--- src/hdl/sal_pkg.sv ---
/*
 Package for the socket audio and activity LED block: register map,
 field positions, reset values, timing constants and pin-routing codes.
 Assumes a 50 MHz clock and a 32-bit classic Wishbone register bus.
*/
`default_nettype none
package sal_pkg;
   // ---------------------------------------------------------------
   // Register map (byte addresses)
   // ---------------------------------------------------------------
   localparam logic [3:0] SAL_ADR_CARD_CTRL = 4'h0;
   localparam logic [3:0] SAL_ADR_MF_ROUTE  = 4'h4;
   localparam logic [3:0] SAL_ADR_STATUS    = 4'h8;
   // Card control fields
   localparam int SAL_BIT_AUD_EN    = 1;
   localparam int SAL_BIT_PWM_ROUTE = 2;
   localparam logic [7:0] SAL_CTRL_RST = 8'h00;
   // Routing register: two 2-bit fields, one per multifunction pin
   localparam int SAL_MF_PINS     = 2;
   localparam int SAL_MF_FW       = 2;
   localparam logic [3:0] SAL_MF_RST = 4'h0;
   localparam logic [1:0] SAL_MF_OFF = 2'h0;
   localparam logic [1:0] SAL_MF_PWM = 2'h1;
   localparam logic [1:0] SAL_MF_LED = 2'h2;
   // Status fields
   localparam int SAL_ST_LED   = 0;
   localparam int SAL_ST_VALID = 1;
   localparam int SAL_ST_AUD   = 2;
   localparam logic [31:0] SAL_ZERO32 = 32'h0000_0000;
   // ---------------------------------------------------------------
   // Timing
   // ---------------------------------------------------------------
   localparam longint SAL_CLK_HZ    = 64'd50_000_000;
   localparam longint SAL_LED_MS    = 64'd64;
   localparam longint SAL_LED_CYC   = SAL_CLK_HZ * SAL_LED_MS / 64'd1000;
   localparam int     SAL_CNT_W     = 24;
endpackage
`default_nettype wire

--- src/hdl/sal_stretch.sv ---
/*
 Retriggerable pulse stretcher: output high for a fixed number of cycles
 after the last trigger. Assumes synchronous trigger and active-low reset.
*/
`default_nettype none
module sal_stretch
   import sal_pkg::*;
#(
   parameter int          CW    = SAL_CNT_W,
   parameter logic [CW-1:0] TERM = CW'(SAL_LED_CYC)
)(
   input  wire logic          clk,
   input  wire logic          resetn,
   input  wire logic          ce,
   input  wire logic          trig,
   input  wire logic          kill,
   output var  logic          active
);
   logic [CW-1:0] cnt_q;

   // ---------------------------------------------------------------
   // Counter: reload on trigger, count down to idle
   // ---------------------------------------------------------------
   // Kill wins over trigger so the LED never sticks while clocks stop
   always_ff @(posedge clk)
   begin
      if (!resetn)
         cnt_q <= '0;
      else if (ce)
      begin
         if (kill)
            cnt_q <= '0;
         else if (trig)
            cnt_q <= TERM;
         else if (cnt_q != '0)
            cnt_q <= cnt_q - CW'(1);
      end
   end

   assign active = (cnt_q != '0);

   chk_kill_clears: assert property (@(posedge clk) disable iff (!resetn)
      (ce && kill) |=> !active) else $error("stretch not killed");
   chk_trig_loads: assert property (@(posedge clk) disable iff (!resetn)
      (ce && trig && !kill) |=> (cnt_q == TERM))
      else $error("stretch not reloaded");
endmodule
`default_nettype wire

--- src/hdl/sal_wb_regs.sv ---
/*
 Classic Wishbone register slave for the block: card control, pin routing
 and a read-only status word. One wait state; unmapped reads give zero.
*/
`default_nettype none
module sal_wb_regs
   import sal_pkg::*;
(
   input  wire logic        clk,
   input  wire logic        resetn,
   input  wire logic        ce,
   input  wire logic [3:0]  wbAdr,
   input  wire logic [31:0] wbDatI,
   input  wire logic [3:0]  wbSel,
   input  wire logic        wbWe,
   input  wire logic        wbCyc,
   input  wire logic        wbStb,
   input  wire logic [2:0]  status,
   output logic [31:0]      wbDatO,
   output logic             wbAck,
   output logic [7:0]       cardCtrl,
   output logic [3:0]       mfRoute
);
   logic req;
   assign req = wbCyc && wbStb && !wbAck;

   // ---------------------------------------------------------------
   // Ack and read data
   // ---------------------------------------------------------------
   always_ff @(posedge clk)
   begin
      if (!resetn)
      begin
         wbAck  <= 1'b0;
         wbDatO <= SAL_ZERO32;
      end
      else if (ce)
      begin
         wbAck <= req;
         unique case (wbAdr)
            SAL_ADR_CARD_CTRL: wbDatO <= {24'h00_0000, cardCtrl};
            SAL_ADR_MF_ROUTE:  wbDatO <= {28'h000_0000, mfRoute};
            SAL_ADR_STATUS:    wbDatO <= {29'h0000_0000, status};
            default:           wbDatO <= SAL_ZERO32;
         endcase
      end
   end

   // ---------------------------------------------------------------
   // Writes take effect with the ack edge's request
   // ---------------------------------------------------------------
   always_ff @(posedge clk)
   begin
      if (!resetn)
      begin
         cardCtrl <= SAL_CTRL_RST;
         mfRoute  <= SAL_MF_RST;
      end
      else if (ce && req && wbWe && wbSel[0])
      begin
         if (wbAdr == SAL_ADR_CARD_CTRL)
            cardCtrl <= wbDatI[7:0];
         if (wbAdr == SAL_ADR_MF_ROUTE)
            mfRoute <= wbDatI[3:0];
      end
   end

   // A frozen slave holds its ack, so only a running cycle must drop it
   chk_ack_onecycle: assert property (@(posedge clk) disable iff (!resetn)
      (ce && wbAck) |=> !wbAck) else $error("ack held two cycles");
endmodule
`default_nettype wire

--- src/hdl/sal_socket_top.sv ---
/*
 Socket audio routing and activity LED logic.
 Assumes all card and system inputs are synchronous to clk (PCI clock)
 and that software sets the audio and routing bits over Wishbone.
*/
// Summary of operation
// - In 16-bit I/O mode the second battery-detect line carries card audio.
// - Binary audio reaches the system audio pin only when its enable is set.
// - Route select sends CardBus PWM audio to the separate PWM output.
// - PWM audio output can be placed on a multifunction pin.
// - Activity LED can be placed on a multifunction pin.
// - A multifunction pin used as LED goes high on activity.
// - Dedicated socket LED output shows 16-bit and CardBus socket activity.
// - Each activity holds the LED high for 64 ms by a counter.
// - LED outputs are driven low whenever not high.
// - Activity counts only while card inserted, powered and out of reset.
// - 16-bit card: ready/interrupt line low counts as activity.
// - CardBus: frame, initiator ready or request active counts as activity.
// - Suspend, clock stop request, or D1/D2 force the LED off.
// - New activity restarts the 64 ms count and keeps the LED high.
`default_nettype none
module sal_socket_top
   import sal_pkg::*;
#(
   parameter int              CNT_W   = SAL_CNT_W,
   parameter logic [CNT_W-1:0] LED_CYC = CNT_W'(SAL_LED_CYC)
)(
   input  wire logic        clk,
   input  wire logic        resetn,
   input  wire logic        ce,
   // Wishbone slave
   input  wire logic [3:0]  wbAdr,
   input  wire logic [31:0] wbDatI,
   input  wire logic [3:0]  wbSel,
   input  wire logic        wbWe,
   input  wire logic        wbCyc,
   input  wire logic        wbStb,
   output logic [31:0]      wbDatO,
   output logic             wbAck,
   // Card side
   input  wire logic        cardPresent,
   input  wire logic        cardPowered,
   input  wire logic        cardInReset,
   input  wire logic        cardIsCardbus,
   input  wire logic        cardIoMode,
   input  wire logic        bvd2Audio,
   input  wire logic        readyIrqN,
   input  wire logic        cframeN,
   input  wire logic        cirdyN,
   input  wire logic        creqN,
   // System side
   input  wire logic        suspendN,
   input  wire logic        clkStopReq,
   input  wire logic        pwrD1,
   input  wire logic        pwrD2,
   output logic             systemAudioOut,
   output logic             pwmAudioOut,
   output logic [1:0]       multifunctionPin,
   output logic             socketLedOut
);
   logic [7:0] cardCtrl;
   logic [3:0] mfRoute;
   logic       audioIn;
   logic       audEnable;
   logic       pwmSelect;
   logic       cardValid;
   logic       activity;
   logic       ledKill;
   logic       ledActive;
   logic       audioOn;
   logic [2:0] status;

   // ---------------------------------------------------------------
   // Register slave
   // ---------------------------------------------------------------
   sal_wb_regs u_regs (
      .clk      (clk),
      .resetn   (resetn),
      .ce       (ce),
      .wbAdr    (wbAdr),
      .wbDatI   (wbDatI),
      .wbSel    (wbSel),
      .wbWe     (wbWe),
      .wbCyc    (wbCyc),
      .wbStb    (wbStb),
      .status   (status),
      .wbDatO   (wbDatO),
      .wbAck    (wbAck),
      .cardCtrl (cardCtrl),
      .mfRoute  (mfRoute)
   );

   assign audEnable = cardCtrl[SAL_BIT_AUD_EN];
   assign pwmSelect = cardCtrl[SAL_BIT_PWM_ROUTE];

   // ---------------------------------------------------------------
   // Audio input selection
   // ---------------------------------------------------------------
   // A memory-mode 16-bit card uses this line as battery detect, not audio
   assign audioIn = cardValid && (cardIsCardbus || cardIoMode) && bvd2Audio;

   // Card present, powered and out of reset gates card audio and new activity; a running LED count continues
   assign cardValid = cardPresent && cardPowered && !cardInReset;

   // ---------------------------------------------------------------
   // Activity detection
   // ---------------------------------------------------------------
   always_comb
   begin
      activity = 1'b0;
      if (cardValid)
      begin
         if (cardIsCardbus)
            activity = !cframeN || !cirdyN || !creqN;
         else
            activity = !readyIrqN;
      end
   end

   // LED must drop before the clock stops, or it would appear stuck
   assign ledKill = !suspendN || clkStopReq || pwrD1 || pwrD2;

   sal_stretch #(
      .CW   (CNT_W),
      .TERM (LED_CYC)
   ) u_stretch (
      .clk    (clk),
      .resetn (resetn),
      .ce     (ce),
      .trig   (activity),
      .kill   (ledKill),
      .active (ledActive)
   );

   // PWM route takes CardBus audio away from the system pin
   assign audioOn = audEnable && !(pwmSelect && cardIsCardbus);

   assign status = {audioIn, cardValid, ledActive};

   // ---------------------------------------------------------------
   // Output registers
   // ---------------------------------------------------------------
   always_ff @(posedge clk)
   begin
      if (!resetn)
      begin
         systemAudioOut <= 1'b0;
         pwmAudioOut    <= 1'b0;
         socketLedOut   <= 1'b0;
      end
      else if (ce)
      begin
         systemAudioOut <= audioOn && audioIn;
         pwmAudioOut    <= pwmSelect && cardIsCardbus && audioIn;
         socketLedOut   <= ledActive;
      end
   end

   // ---------------------------------------------------------------
   // Multifunction pins, one routing field each
   // ---------------------------------------------------------------
   genvar i;
   generate
      for (i = 0; i < SAL_MF_PINS; i++)
      begin : g_mf
         always_ff @(posedge clk)
         begin
            if (!resetn)
               multifunctionPin[i] <= 1'b0;
            else if (ce)
            begin
               unique case (mfRoute[i*SAL_MF_FW +: SAL_MF_FW])
                  SAL_MF_PWM: multifunctionPin[i] <= pwmSelect && cardIsCardbus
                                                     && audioIn;
                  SAL_MF_LED: multifunctionPin[i] <= ledActive;
                  default:    multifunctionPin[i] <= 1'b0;
               endcase
            end
         end
      end
   endgenerate

   // ---------------------------------------------------------------
   // Checks
   // ---------------------------------------------------------------
   chk_audio_gate: assert property (@(posedge clk) disable iff (!resetn)
      (ce && !audEnable) |=> !systemAudioOut) else $error("audio leaked");
   chk_io_mode: assert property (@(posedge clk) disable iff (!resetn)
      (ce && cardValid && !cardIsCardbus && cardIoMode && bvd2Audio && audEnable)
      |=> systemAudioOut) else $error("io audio lost");
   chk_pwm_route: assert property (@(posedge clk) disable iff (!resetn)
      (ce && pwmSelect && cardIsCardbus && audioIn) |=> pwmAudioOut)
      else $error("pwm not routed");
   chk_led_follow: assert property (@(posedge clk) disable iff (!resetn)
      ce |=> (socketLedOut == $past(ledActive))) else $error("led mismatch");
   chk_act_lights: assert property (@(posedge clk) disable iff (!resetn)
      (ce && activity && !ledKill) ##1 ce |=> socketLedOut)
      else $error("activity not shown");
   chk_kill_dark: assert property (@(posedge clk) disable iff (!resetn)
      (ce && ledKill) ##1 ce |=> !socketLedOut) else $error("led not cut");
   chk_invalid_quiet: assert property (@(posedge clk) disable iff (!resetn)
      (ce && !cardValid && !ledActive) |=> !ledActive)
      else $error("activity from idle card");
   chk_ce_hold: assert property (@(posedge clk) disable iff (!resetn)
      !ce |=> ($stable(socketLedOut) && $stable(multifunctionPin)))
      else $error("outputs moved with enable low");
   chk_mf_led: assert property (@(posedge clk) disable iff (!resetn)
      (ce && mfRoute[1:0] == SAL_MF_LED) |=> (multifunctionPin[0] == $past(ledActive)))
      else $error("mf led wrong");
endmodule
`default_nettype wire

--- config.mk ---
export PLATFORM = sky130hd
export DESIGN_NAME = sal_socket_top
export DESIGN_NICKNAME = d
export VERILOG_FILES = /design/src/hdl/sal_pkg.sv /design/src/hdl/sal_stretch.sv /design/src/hdl/sal_wb_regs.sv /design/src/hdl/sal_socket_top.sv
export SDC_FILE = /design/constraint.sdc
export NUM_CORES = 1
export LEC_CHECK = 0
export BUFFER_PORTS_ARGS = -buffer_cell sky130_fd_sc_hd__clkbuf_2
export CORE_UTILIZATION = 30
export DETAILED_ROUTE_END_ITERATION = 8
export PLACE_DENSITY = 0.52
export REMOVE_ABC_BUFFERS = 1
export SYNTH_ARGS = -nofsm -noshare
export SYNTH_HDL_FRONTEND = slang
export SYNTH_SLANG_ARGS = --single-unit
export TNS_END_PERCENT = 30
--- constraint.sdc ---
create_clock -name clk -period 3 [get_ports clk]
set_clock_uncertainty 0.15 [all_clocks]
set_input_delay 0.15 -clock clk [delete_from_list [all_inputs] [get_ports clk]]
set_output_delay 0.15 -clock clk [all_outputs]
set_load 0.01 [all_outputs]
* Word-level counts from Yosys, hierarchy flattened
Index checks and enable logic that the tools add are counted.
** Storage, ports and cells
- Flip-flop bits (word level) :: 74
- Bits of input ports :: 60
- Output and inout bits :: 38
** Operators by class
- Add/sub/neg operators :: 1
- Equal/unequal tests :: 6
- Muxes and demuxes :: 8
- Reduce and logical (&&, ||, !) cells :: 33
** Operator list (count)
- 24-bit two-way mux :: 3
- 8-bit one-hot mux with 3 select lines :: 1
- 24-bit nonzero test :: 1
- 24-bit by 1-bit subtractor with 24-bit output, second input constant :: 1
- 1-bit logical AND :: 13
- 1-bit zero test :: 8
- 1-bit logical OR :: 6
- 2-bit AND reduction :: 3
- 2-bit by 1-bit == test with 1-bit output, second input constant :: 2
- 2-bit == test, second input constant :: 2
- 4-bit by 3-bit == test with 1-bit output, second input constant :: 1
- 4-bit == test, second input constant :: 1
- 4-bit zero test :: 1
- 1-bit one-hot mux with 2 select lines :: 2
- 3-bit nonzero test :: 1
- 1-bit two-way mux :: 2

* Longest topological paths before layout
Gate-level depths: netlist (run 1).
- Word-level depth :: 7
- Depth in mapped cells :: 8
- Mapped depth without buffers :: 7

* Hierarchy
From an unflattened synthesis (run 1), not the netlist that was laid out.
** Second synthesis, totals
- Cells, all modules :: 322
- Area, all modules :: 2780.2 um2
** By module, submodules not included
- sal_stretch :: instances 1, cells each 157, area an instance 1305.0 um2
- sal_wb_regs :: instances 1, cells each 123, area an instance 1117.3 um2
- sal_socket_top :: instances 1, cells each 42, area an instance 357.8 um2

* Worst setup path before layout (run 1)
OpenSTA, ideal clock, no wires.
- Kind :: reg2reg
- From :: reg u_stretch.cnt_q[9]
- To :: reg u_stretch.cnt_q[10]
- Library setup time :: 0.131 ns
- Arrival :: 2.098 ns
- Required time :: 2.719 ns
- Slack :: 0.621 ns
- Cell stages (with the launch flop) :: 7
- Buffers on the path :: 1
- Clock period less this slack :: 2.379 ns
- Cells stage by stage :: dfxtp_1 > or4_1 > or4_4 > o41ai_4 > buf_6 > nor2b_1 > a311oi_1
** Between the ends
- Word-level cells in the longest chain between the ends :: 4
- Elaborated cells between the ends (all ways) :: 7
** Ends and longest elaborated chain
- start, declared :: line sal_stretch.sv:19 : logic [CW-1:0] cnt_q;
- start signal, assigned :: line sal_stretch.sv:36 : cnt_q <= cnt_q - CW'(1);
- 24-bit by 1-bit subtractor with 24-bit output :: line sal_stretch.sv:36
- 24-bit two-way mux :: line sal_stretch.sv:35 : else if (cnt_q != '0)
- 24-bit two-way mux :: line sal_stretch.sv:33 : else if (trig)
- 24-bit two-way mux :: line sal_stretch.sv:31 : if (kill)
Several ways; a longest one is shown, not always the timed one. The select of a mux whose other input is x is not followed.
A chain may end at the register's enable or synchronous reset.

* Worst setup path after layout (run 1)
- From :: reg u_stretch.cnt_q[9]
- To :: reg multifunctionPin[0]
** Between the ends
- Word-level cells in the longest chain between the ends :: 2
** Ends and longest elaborated chain
- 24-bit nonzero test :: line sal_stretch.sv:40 : assign active = (cnt_q != '0);
- 1-bit one-hot mux with 2 select lines :: line sal_socket_top.sv:172 : unique case (mfRoute[i*SAL_MF_FW +: SAL_MF_FW])
- end signal, assigned by index :: line sal_socket_top.sv:173 : SAL_MF_PWM: multifunctionPin[i] <= pwmSelect && cardIsCardbus
- end signal, assigned by index :: line sal_socket_top.sv:175 : SAL_MF_LED: multifunctionPin[i] <= ledActive;
- end, declared :: line sal_socket_top.sv:58 : output logic [1:0] multifunctionPin,
No other way between the ends.

==> results.cfg, run 1 <==
[hold_path]
min_path_type = primary input to register

[layout]
syn2layout_area_growth_pct = 17.99
fillers = 970
nets = 458
regArea_sq_mm = 0.001001
multi_input_area_sq_mm = 0.001675
drive_above_1_share = 0.2036
antenna_cells = 0

[synthesis]
syn_area_sq_mm = 0.002873
seq_area_frac_synth = 0.3484
synthArstFlopShare = 0
synth_cells = 331
ys_top_cells_by_area = dfxtp_1, nor2b_1, mux2i_1
synth-edff-count = 0
yosys_warnings = 0
syn_avg_cell_area_sq_um = 8.679
synth-main-ff-cell = dfxtp_1
ys_seq_elements = 50
yosys.area.top_type = dfxtp_1
synth_cell_types = 54
synth_top_area_share = 0.3484

[sta]
fin_hold_ws_ns = 0.07830
fin_crit_sh = 0.8846
worstMarginPinSlew_ns = 0.6834
fin_crit_ns = 2.654
fin_setup_tns_ns = 0
hold_violations = 0
setup_viol = 0
max_slew_margin = 0.5434
rsz0062_at_grt = no
fmax_mhz = 376.8
drv_slew = 0

[route]
drc = 0
drt_iter0_markers = 77
num_vias = 2539
vias_per_cell = 4.864
first_pass_iters = 4
finalWirelength_mm = 6.898
avgRoutedWirePerCell_um = 13.21
antenna_left = 0

[clocking]
tritoncts = done
root_buffer = clkbuf_8
cts.sinks = 50
cts_buffer_depth = 2
cts_buffers = 5
ctsResizeCount = 0
clk_latency_ns = 0.31
cts_setup_buffers = 0
cts_hold_buf = 8
path_clk_slew_ns = 0.10
h-tree-depth = 2

[floorplan]
core_area_sq_mm = 0.009240
ios = 98
fp.dieArea_sq_mm = 0.009971
fp.dieH_um = 99.86
die_w_um = 99.86
initial_core_util = 0.3109
rows = 35

[critical_path]
startpoint_type = register
critPathArrivalTime_ns = 2.71
path_class = register to register
cp_max_fo = 7
end_kind = register
required_ns = 3.06

[power]
p_per_area_mw_per_mm2 = 448.4
pwr-share-seq = 0.468
swShare = 0.3238
power.leakage_nw = 1.346
clkPwrFrac = 0.288
intPower_mw = 1.028
switchingPower_mw = 0.4921
ir_worst_vdd_v = 0.0001966
p_comb_frac = 0.245

[global_routing]
grt_pass1_vias = 2324
grt_remaining_overflow = 0
antenna_found_initial = 0
track_usage = 0.1389
grt_start_max_net_pins = 38
grt_pass1_wl_mm = 11.09

[place]
portBuffers = 46
gp_congestion = 0.7238
hpwl_mm = 4.983

[flow_run]
max_cap_viol_count = 0

[status]
outcome = completed
[layout make-up]
cell class	count	share of cell area
well taps	129	0.04762
repair buffers	68	0.1226
multi-input cells	257	0.4943
clock inverters	2	0.004799
inverters	10	0.01107
clock buffers	6	0.02436
flip-flops and latches	50	0.2953
[Yosys cell counts, drive strengths merged, types with 6 or more instances]
master   n
ha       6
or3     12
or4     10
mux2i   20
o21ai   17
clkbuf  10
nand3    9
nor2b   34
o31ai    6
a21oi   23
dfxtp   50
nor4     8
inv     10
nor2    13
nand2   20
nor3     7
buf     27
[metal layers]
metal	wire (um)	global-route usage	vias up
met5	0	0	-
met3	304	0.03064	7
li1	-	-	1276
met1	3316	0.1781	1195
met2	3216	0.2398	61
met4	61	0.02715	0
[stage by stage]
stage / power (mW) / cell area (sq um) / std cells / setup WS [ns] / util
floorplan: 0.9619 / 2714 / 317 / 0.5553 / -
global placement: 1.081 / 3211 / 506 / 0.3994 / 0.3475
detailed placement: 1.088 / 3211 / 506 / 0.3781 / 0.3475
CTS: 1.537 / 3390 / 522 / 0.3603 / 0.3668
global route: 1.601 / 3390 / 522 / 0.2501 / 0.3668
finish: 1.520 / 3390 / 522 / 0.3461 / 0.3668
[path summary, 6_finish.rpt]
path                                            end  slack, ns  depth (start not counted)           startpoint
worst min-delay path              u_regs.mfRoute[0]       0.08                          2               resetn
worst min register to register  u_stretch.cnt_q[22]       0.34                          2  u_stretch.cnt_q[22]
worst max-delay path            multifunctionPin[0]       0.35                          5   u_stretch.cnt_q[9]
worst max register to register  multifunctionPin[0]       0.35                          5   u_stretch.cnt_q[9]
[power by group through the flow]
stage,registers [mW],clock network (mW),logic (mW)
floorplan,0.721,0,0.241
global placement,0.725,0,0.356
detailed placement,0.726,0,0.362
CTS,0.710,0.454,0.372
global route,0.715,0.476,0.410
finish,0.711,0.437,0.372
[placed cells by master, fill, tap and decap left out, types with 3 or more instances in the layout]
cell type / Yosys / layout
conb_1: 1 / 24
nand2_1: 20 / 20
ha_1: 6 / 6
nand3_1: 9 / 9
o21ai_1: 9 / 9
nand2b_1: 3 / 3
dlygate4sd3_1: 0 / 8
nor3b_1: 4 / 4
or4_1: 8 / 8
dfxtp_1: 50 / 50
clkbuf_2: 0 / 46
nor2b_1: 34 / 34
inv_1: 10 / 10
clkbuf_8: 0 / 6
or3_1: 12 / 12
o21ai_0: 7 / 7
nor3_1: 6 / 6
nor2_1: 13 / 13
nor4_1: 5 / 5
nand4b_1: 4 / 4
o31ai_1: 6 / 6
buf_4: 24 / 14
mux2i_1: 20 / 20
o22ai_1: 3 / 3
a21oi_1: 23 / 23
[cells by family after synthesis]
logic type      share of synthesized area
simple gates                       0.2992
flops                              0.3484
buf+inv                           0.09843
mux                               0.06969
fa+ha+maj                         0.02613
compound gates                     0.1568
other cells                      0.001305
[worst max-delay path, cell delays in order (launching register included)]
cell	delay, ns
dfxtp_1	0.37
or4_1	0.64
or4_4	0.59
o21ai_2	0.43
nor3b_1	0.11
o31a_1	0.25
[sequential cells by signal (all words and copies together), names as in the netlist]
signal	cells
multifunctionPin	2
pwmAudioOut	1
socketLedOut	1
systemAudioOut	1
u_regs.cardCtrl	8
u_regs.mfRoute	4
u_regs.wbAck	1
u_regs.wbDatO	8
u_stretch.cnt_q	24
(Power assumes the default switching activity.)
==> inputs of run 2 (changes only) <==
--- a/config.mk
+++ b/config.mk
@@ -5,12 +5,13 @@
 export SDC_FILE = /design/constraint.sdc
 export NUM_CORES = 1
 export LEC_CHECK = 0
+export ABC_AREA = 1
 export BUFFER_PORTS_ARGS = -buffer_cell sky130_fd_sc_hd__clkbuf_2
-export CORE_UTILIZATION = 30
+export CORE_UTILIZATION = 51
 export DETAILED_ROUTE_END_ITERATION = 8
-export PLACE_DENSITY = 0.52
+export PLACE_DENSITY = 0.81
 export REMOVE_ABC_BUFFERS = 1
 export SYNTH_ARGS = -nofsm -noshare
 export SYNTH_HDL_FRONTEND = slang
 export SYNTH_SLANG_ARGS = --single-unit
-export TNS_END_PERCENT = 30
+export TNS_END_PERCENT = 1
==> run 2 against run 1 <==
  * Worst hold slack lost 0.041 ns
  * Register-to-register slack gained 0.65 ns
  * Area after synthesis grew 2.2%
  * Combinational power grew 22%
  * Total power grew 8.5%
  * Die area shrank 39%
  * Routed wire length shrank 5.1%
  * Synthesized cell count grew 35%
  * Core utilization grew 23 points
  * Critical path depth grew 5
  * Largest cell class unchanged
  * Highest routed layer unchanged
  * Global-route usage grew 9.2 points
==> results.cfg, run 2 <==
[critical_path]
critPathArrivalTime_ns = 2.08
end_kind = register
startpoint_type = register
cp_max_fo = 26
path_class = register to register
required_ns = 3.07

[floorplan]
initial_core_util = 0.5300
core_area_sq_mm = 0.005540
ios = 98
fp.dieArea_sq_mm = 0.006065
die_w_um = 77.88
rows = 27
fp.dieH_um = 77.88

[route]
finalWirelength_mm = 6.544
first_pass_iters = 4
drt_iter0_markers = 218
antenna_left = 0
num_vias = 2844
drc = 0
avgRoutedWirePerCell_um = 11.52
vias_per_cell = 5.007

[layout]
syn2layout_area_growth_pct = 11.93
final_cell_mix = nand2_1, nor2_1, dfxtp_1
layout_commonest_cell = nand2_1
multi_input_area_sq_mm = 0.001607
regArea_sq_mm = 0.001001
reg_top3 = u_stretch.cnt_q: 24 flops, u_regs.cardCtrl: 8 flops, u_regs.wbDatO: 8 flops
fillers = 527
nets = 561
largest_register = u_stretch.cnt_q
antenna_cells = 0
largest_reg_flops = 24
drive_above_1_share = 0.1512

[synthesis]
yosys.area.top_type = dfxtp_1
synth_cells = 446
synth_top_area_share = 0.3409
syn_area_sq_mm = 0.002937
yosys-top-cells-count = nand2_1, nor2_1, dfxtp_1
yosys_warnings = 0
synth-main-ff-cell = dfxtp_1
ys_seq_elements = 50
syn_avg_cell_area_sq_um = 6.584
synth_cell_types = 31
seq_area_frac_synth = 0.3409
synth.most_common_cell = nand2_1
ys_top_cells_by_area = dfxtp_1, nand2_1, nor2_1
synthArstFlopShare = 0
synth-edff-count = 0

[sta]
rsz0062_at_grt = no
fin_crit_ns = 2.006
fin_setup_tns_ns = 0
drv_slew = 0
hold_violations = 0
fmax_mhz = 498.5
worstMarginPinSlew_ns = 0.8076
max_slew_margin = 0.4610
setup_viol = 0
fin_crit_sh = 0.6687

[clocking]
cts_buffers = 5
h-tree-depth = 2
ctsResizeCount = 0
clk_latency_ns = 0.31
cts.sinks = 50
path_clk_slew_ns = 0.09
root_buffer = clkbuf_8
tritoncts = done
cts_buffer_depth = 2

[global_routing]
track_usage = 0.2311
grt_pass1_vias = 2658
antenna_found_initial = 0
grt_remaining_overflow = 0
grt_pass1_wl_mm = 11.15
grt_start_max_net_pins = 27

[power]
total_power_mw = 1.649
power.leakage_nw = 1.544
clkPwrFrac = 0.295
ir_worst_vdd_v = 0.0002766
pwr-share-seq = 0.431
swShare = 0.3377
p_per_area_mw_per_mm2 = 501.7
switchingPower_mw = 0.5569
p_comb_frac = 0.274
intPower_mw = 1.092

[status]
outcome = completed

[flow_run]
max_cap_viol_count = 0

[hold_path]
min_path_type = primary input to register

[place]
portBuffers = 46
hpwl_mm = 4.847
gp_congestion = 0.8928
[run 2: cell type report]
type | instances | share of cell area
well taps | 72 | 0.02741
clock inverters | 3 | 0.01332
repair buffers | 55 | 0.09669
inverters | 41 | 0.04834
multi-input cells | 342 | 0.4888
clock buffers | 5 | 0.02094
flip-flops and latches | 50 | 0.3045
[run 2: cells by family after synthesis]
group / share of synthesized area
flops: 0.3409
compound gates: 0.1329
other cells: 0.001277
xor+xnor: 0.005966
buf+inv: 0.1415
simple gates: 0.3519
fa+ha+maj: 0.02556
[run 2: repair_timing]
item / 4_1_cts / 5_1_grt
hold endpoints to repair: 12 / 0
setup buffers: 0 / 0
hold buffers: 8 / 0
endpoints found under the setup margin: 0 / 0
[run 2: path summary, 6_finish.rpt]
path	slack, ns	cells after the start	to	from
hold / removal	0.04	3	pwmAudioOut	cardIsCardbus
hold reg to reg	0.30	2	u_regs.cardCtrl[3]	u_regs.cardCtrl[3]
setup reg to reg	0.99	10	u_stretch.cnt_q[12]	u_stretch.cnt_q[0]
setup / recovery	0.99	10	u_stretch.cnt_q[12]	u_stretch.cnt_q[0]
[run 2: worst max-delay path, stage by stage (launching register included)]
cell and delay, ns:
dfxtp_1 0.35, inv_1 0.10, ha_1 0.16, nand2_1 0.07
nor2_1 0.16, nand3_2 0.17, nand2_4 0.13, nand2_4 0.20
inv_6 0.21, nand2_1 0.06, a21oi_1 0.16
[run 2: through the flow]
step / hold slack (ns) / std cells / util / cell area, sq um / worst slack (ns)
final: 0.03769 / 568 / 0.5933 / 3287 / 0.9939
after global routing: 0.07591 / 568 / 0.5933 / 3287 / 0.7984
after CTS: 0.03246 / 568 / 0.5933 / 3287 / 0.9790
after detailed placement: 0.2602 / 552 / 0.5585 / 3094 / 0.7426
after global placement: 0.2507 / 552 / 0.5585 / 3094 / 0.8797
after floorplan: 0.09346 / 433 / - / 2766 / 1.371
[run 2: per-layer routing]
layer	global-route usage	part of all wire
met1	0.2707	0.44
met5	0	0
met2	0.4159	0.49
met4	0.08113	0.016
met3	0.04471	0.057
[run 2: power groups by stage]
stage / Combinational [mW] / Clock (mW) / Sequential, mW
floorplan: 0.324 / 0 / 0.725
global placement: 0.426 / 0 / 0.725
detailed placement: 0.438 / 0 / 0.726
CTS: 0.448 / 0.497 / 0.711
global route: 0.515 / 0.521 / 0.715
finish: 0.452 / 0.486 / 0.711
==> inputs of run 3 (changes only) <==
==> constraint.sdc (replaced) <==
create_clock -name clk -period 2 [get_ports clk]
set_clock_uncertainty 0.15 [all_clocks]
set_input_delay 0.1 -clock clk [delete_from_list [all_inputs] [get_ports clk]]
set_output_delay 0.1 -clock clk [all_outputs]
set_load 0.01 [all_outputs]
==> run 3 against run 2 <==
  * Largest power group unchanged
  * Sequential cell count did not move
  * Register-to-register slack got worse by 0.87 ns
  * Global-route usage rose by 0.20 points
  * Die area did not move
  * Core utilization rose by 1.2 points
  * Via count rose by 1.4%
  * Highest routed layer unchanged
  * First-iteration DRC count fell by 16%
  * Routed wire length rose by 1.5%
  * Clock power rose by 31%
  * Critical path type unchanged
==> results.cfg, run 3 (synthesized netlist as in run 2, its figures left out) <==
[clocking]
cts_buffer_depth = 2
cts.sinks = 50
root_buffer = clkbuf_8
path_clk_slew_ns = 0.10
tritoncts = done
h-tree-depth = 2
clk_latency_ns = 0.32
cts_buffers = 5

[route]
avgRoutedWirePerCell_um = 11.53
num_vias = 2883
drc = 0
drt_iter0_markers = 183
vias_per_cell = 5.005
finalWirelength_mm = 6.642
first_pass_iters = 5
antenna_left = 0

[layout]
fillers = 523
largest_reg_flops = 24
largest_register = u_stretch.cnt_q
nets = 569
final_cell_mix = nand2_1, nor2_1, dfxtp_1
syn2layout_area_growth_pct = 14.27
layout_commonest_cell = nand2_1
antenna_cells = 0
reg_top3 = u_stretch.cnt_q: 24 flops, u_regs.cardCtrl: 8 flops, u_regs.wbDatO: 8 flops
drive_above_1_share = 0.1706

[flow_run]
max_cap_viol_count = 0

[floorplan]
fp.dieArea_sq_mm = 0.006065
rows = 27
ios = 98
fp.dieH_um = 77.88
initial_core_util = 0.5300
die_w_um = 77.88
core_area_sq_mm = 0.005540

[power]
ir_worst_vdd_v = 0.0004555
p_per_area_mw_per_mm2 = 723.3
power.leakage_nw = 1.579
total_power_mw = 2.427

[global_routing]
grt_pass1_wl_mm = 11.52
grt_remaining_overflow = 0
track_usage = 0.2331
antenna_found_initial = 0
grt_pass1_vias = 2659
grt_start_max_net_pins = 27

[place]
portBuffers = 46
gp_congestion = 0.8521
hpwl_mm = 4.839

[critical_path]
critPathLaunch = u_stretch.cnt_q[0]
required_ns = 2.09
startpoint_type = register
r2r-start = u_stretch.cnt_q[0]
end_kind = register
path_class = register to register
critPathArrivalTime_ns = 1.97
cp_max_fo = 26

[status]
outcome = completed

[sta]
hold_violations = 0
setup_viol = 0
worstMarginPinSlew_ns = 0.5276
fin_crit_ns = 1.878
fmax_mhz = 532.4
fin_setup_tns_ns = 0
rsz0062_at_grt = yes
fin_crit_sh = 0.9392
drv_slew = 0
max_slew_margin = 0.6469

[hold_path]
min_path_type = primary input to register
hold_path.startpoint = cardIsCardbus
run 3: through the flow:
step	instances	utilization	cell area, sq um	setup slack [ns]	hold WS [ns]
floorplan	433	-	2766	0.3821	0.04346
global placement	560	0.5693	3154	0.1231	0.2055
detailed placement	560	0.5693	3154	0.06422	0.2096
CTS	576	0.6009	3329	0.05134	0.003073
global route	576	0.6057	3356	-0.01023	0.02473
finish	576	0.6057	3356	0.1217	0.004554
run 3: final timing paths:
path	endpoint	slack (ns)	depth (start not counted)
hold reg to reg	u_regs.cardCtrl[3]	0.31	2
setup / recovery	u_stretch.cnt_q[12]	0.12	10
hold / removal	pwmAudioOut	0.005	3
setup reg to reg	u_stretch.cnt_q[12]	0.12	10
run 3: final cells by class:
type	count	area [sq um]	share of cell area
multi-input cells	342	1630	0.4858
well taps	72	90.09	0.02685
clock inverters	3	26.28	0.007830
flip-flops and latches	50	1001	0.2983
repair buffers	63	377.9	0.1126
inverters	41	161.4	0.04810
clock buffers	5	68.82	0.02051
run 3: report_power, final:
group	total [mW]	switching (mW)	internal (mW)
registers	1.07	0.0330	1.03
logic	0.721	0.469	0.252
clock network	0.638	0.377	0.261
run 3: critical path, stage by stage, from the launching register on:
cell	delay, ns
dfxtp_1	0.34
inv_1	0.10
ha_1	0.16
nand2_1	0.07
nor2_1	0.16
nand3_2	0.17
nand2_4	0.14
nand2_8	0.14
inv_8	0.15
nand2_1	0.06
a21oi_1	0.16
run 3: repair_timing:
action,4_1_cts,5_1_grt
hold buffers,8,0
resized for setup,0,7
endpoints found under the hold margin,12,0
setup buffers,0,0
setup endpoints to repair,0,18
run 3: metal layers:
metal  share of wire  vias up  GRT usage
met4           0.012        0    0.08302
li1                -     1486          -
met5               0        -          0
met3           0.051        9    0.04118
met1            0.44     1299     0.2820
met2            0.50       89     0.4106
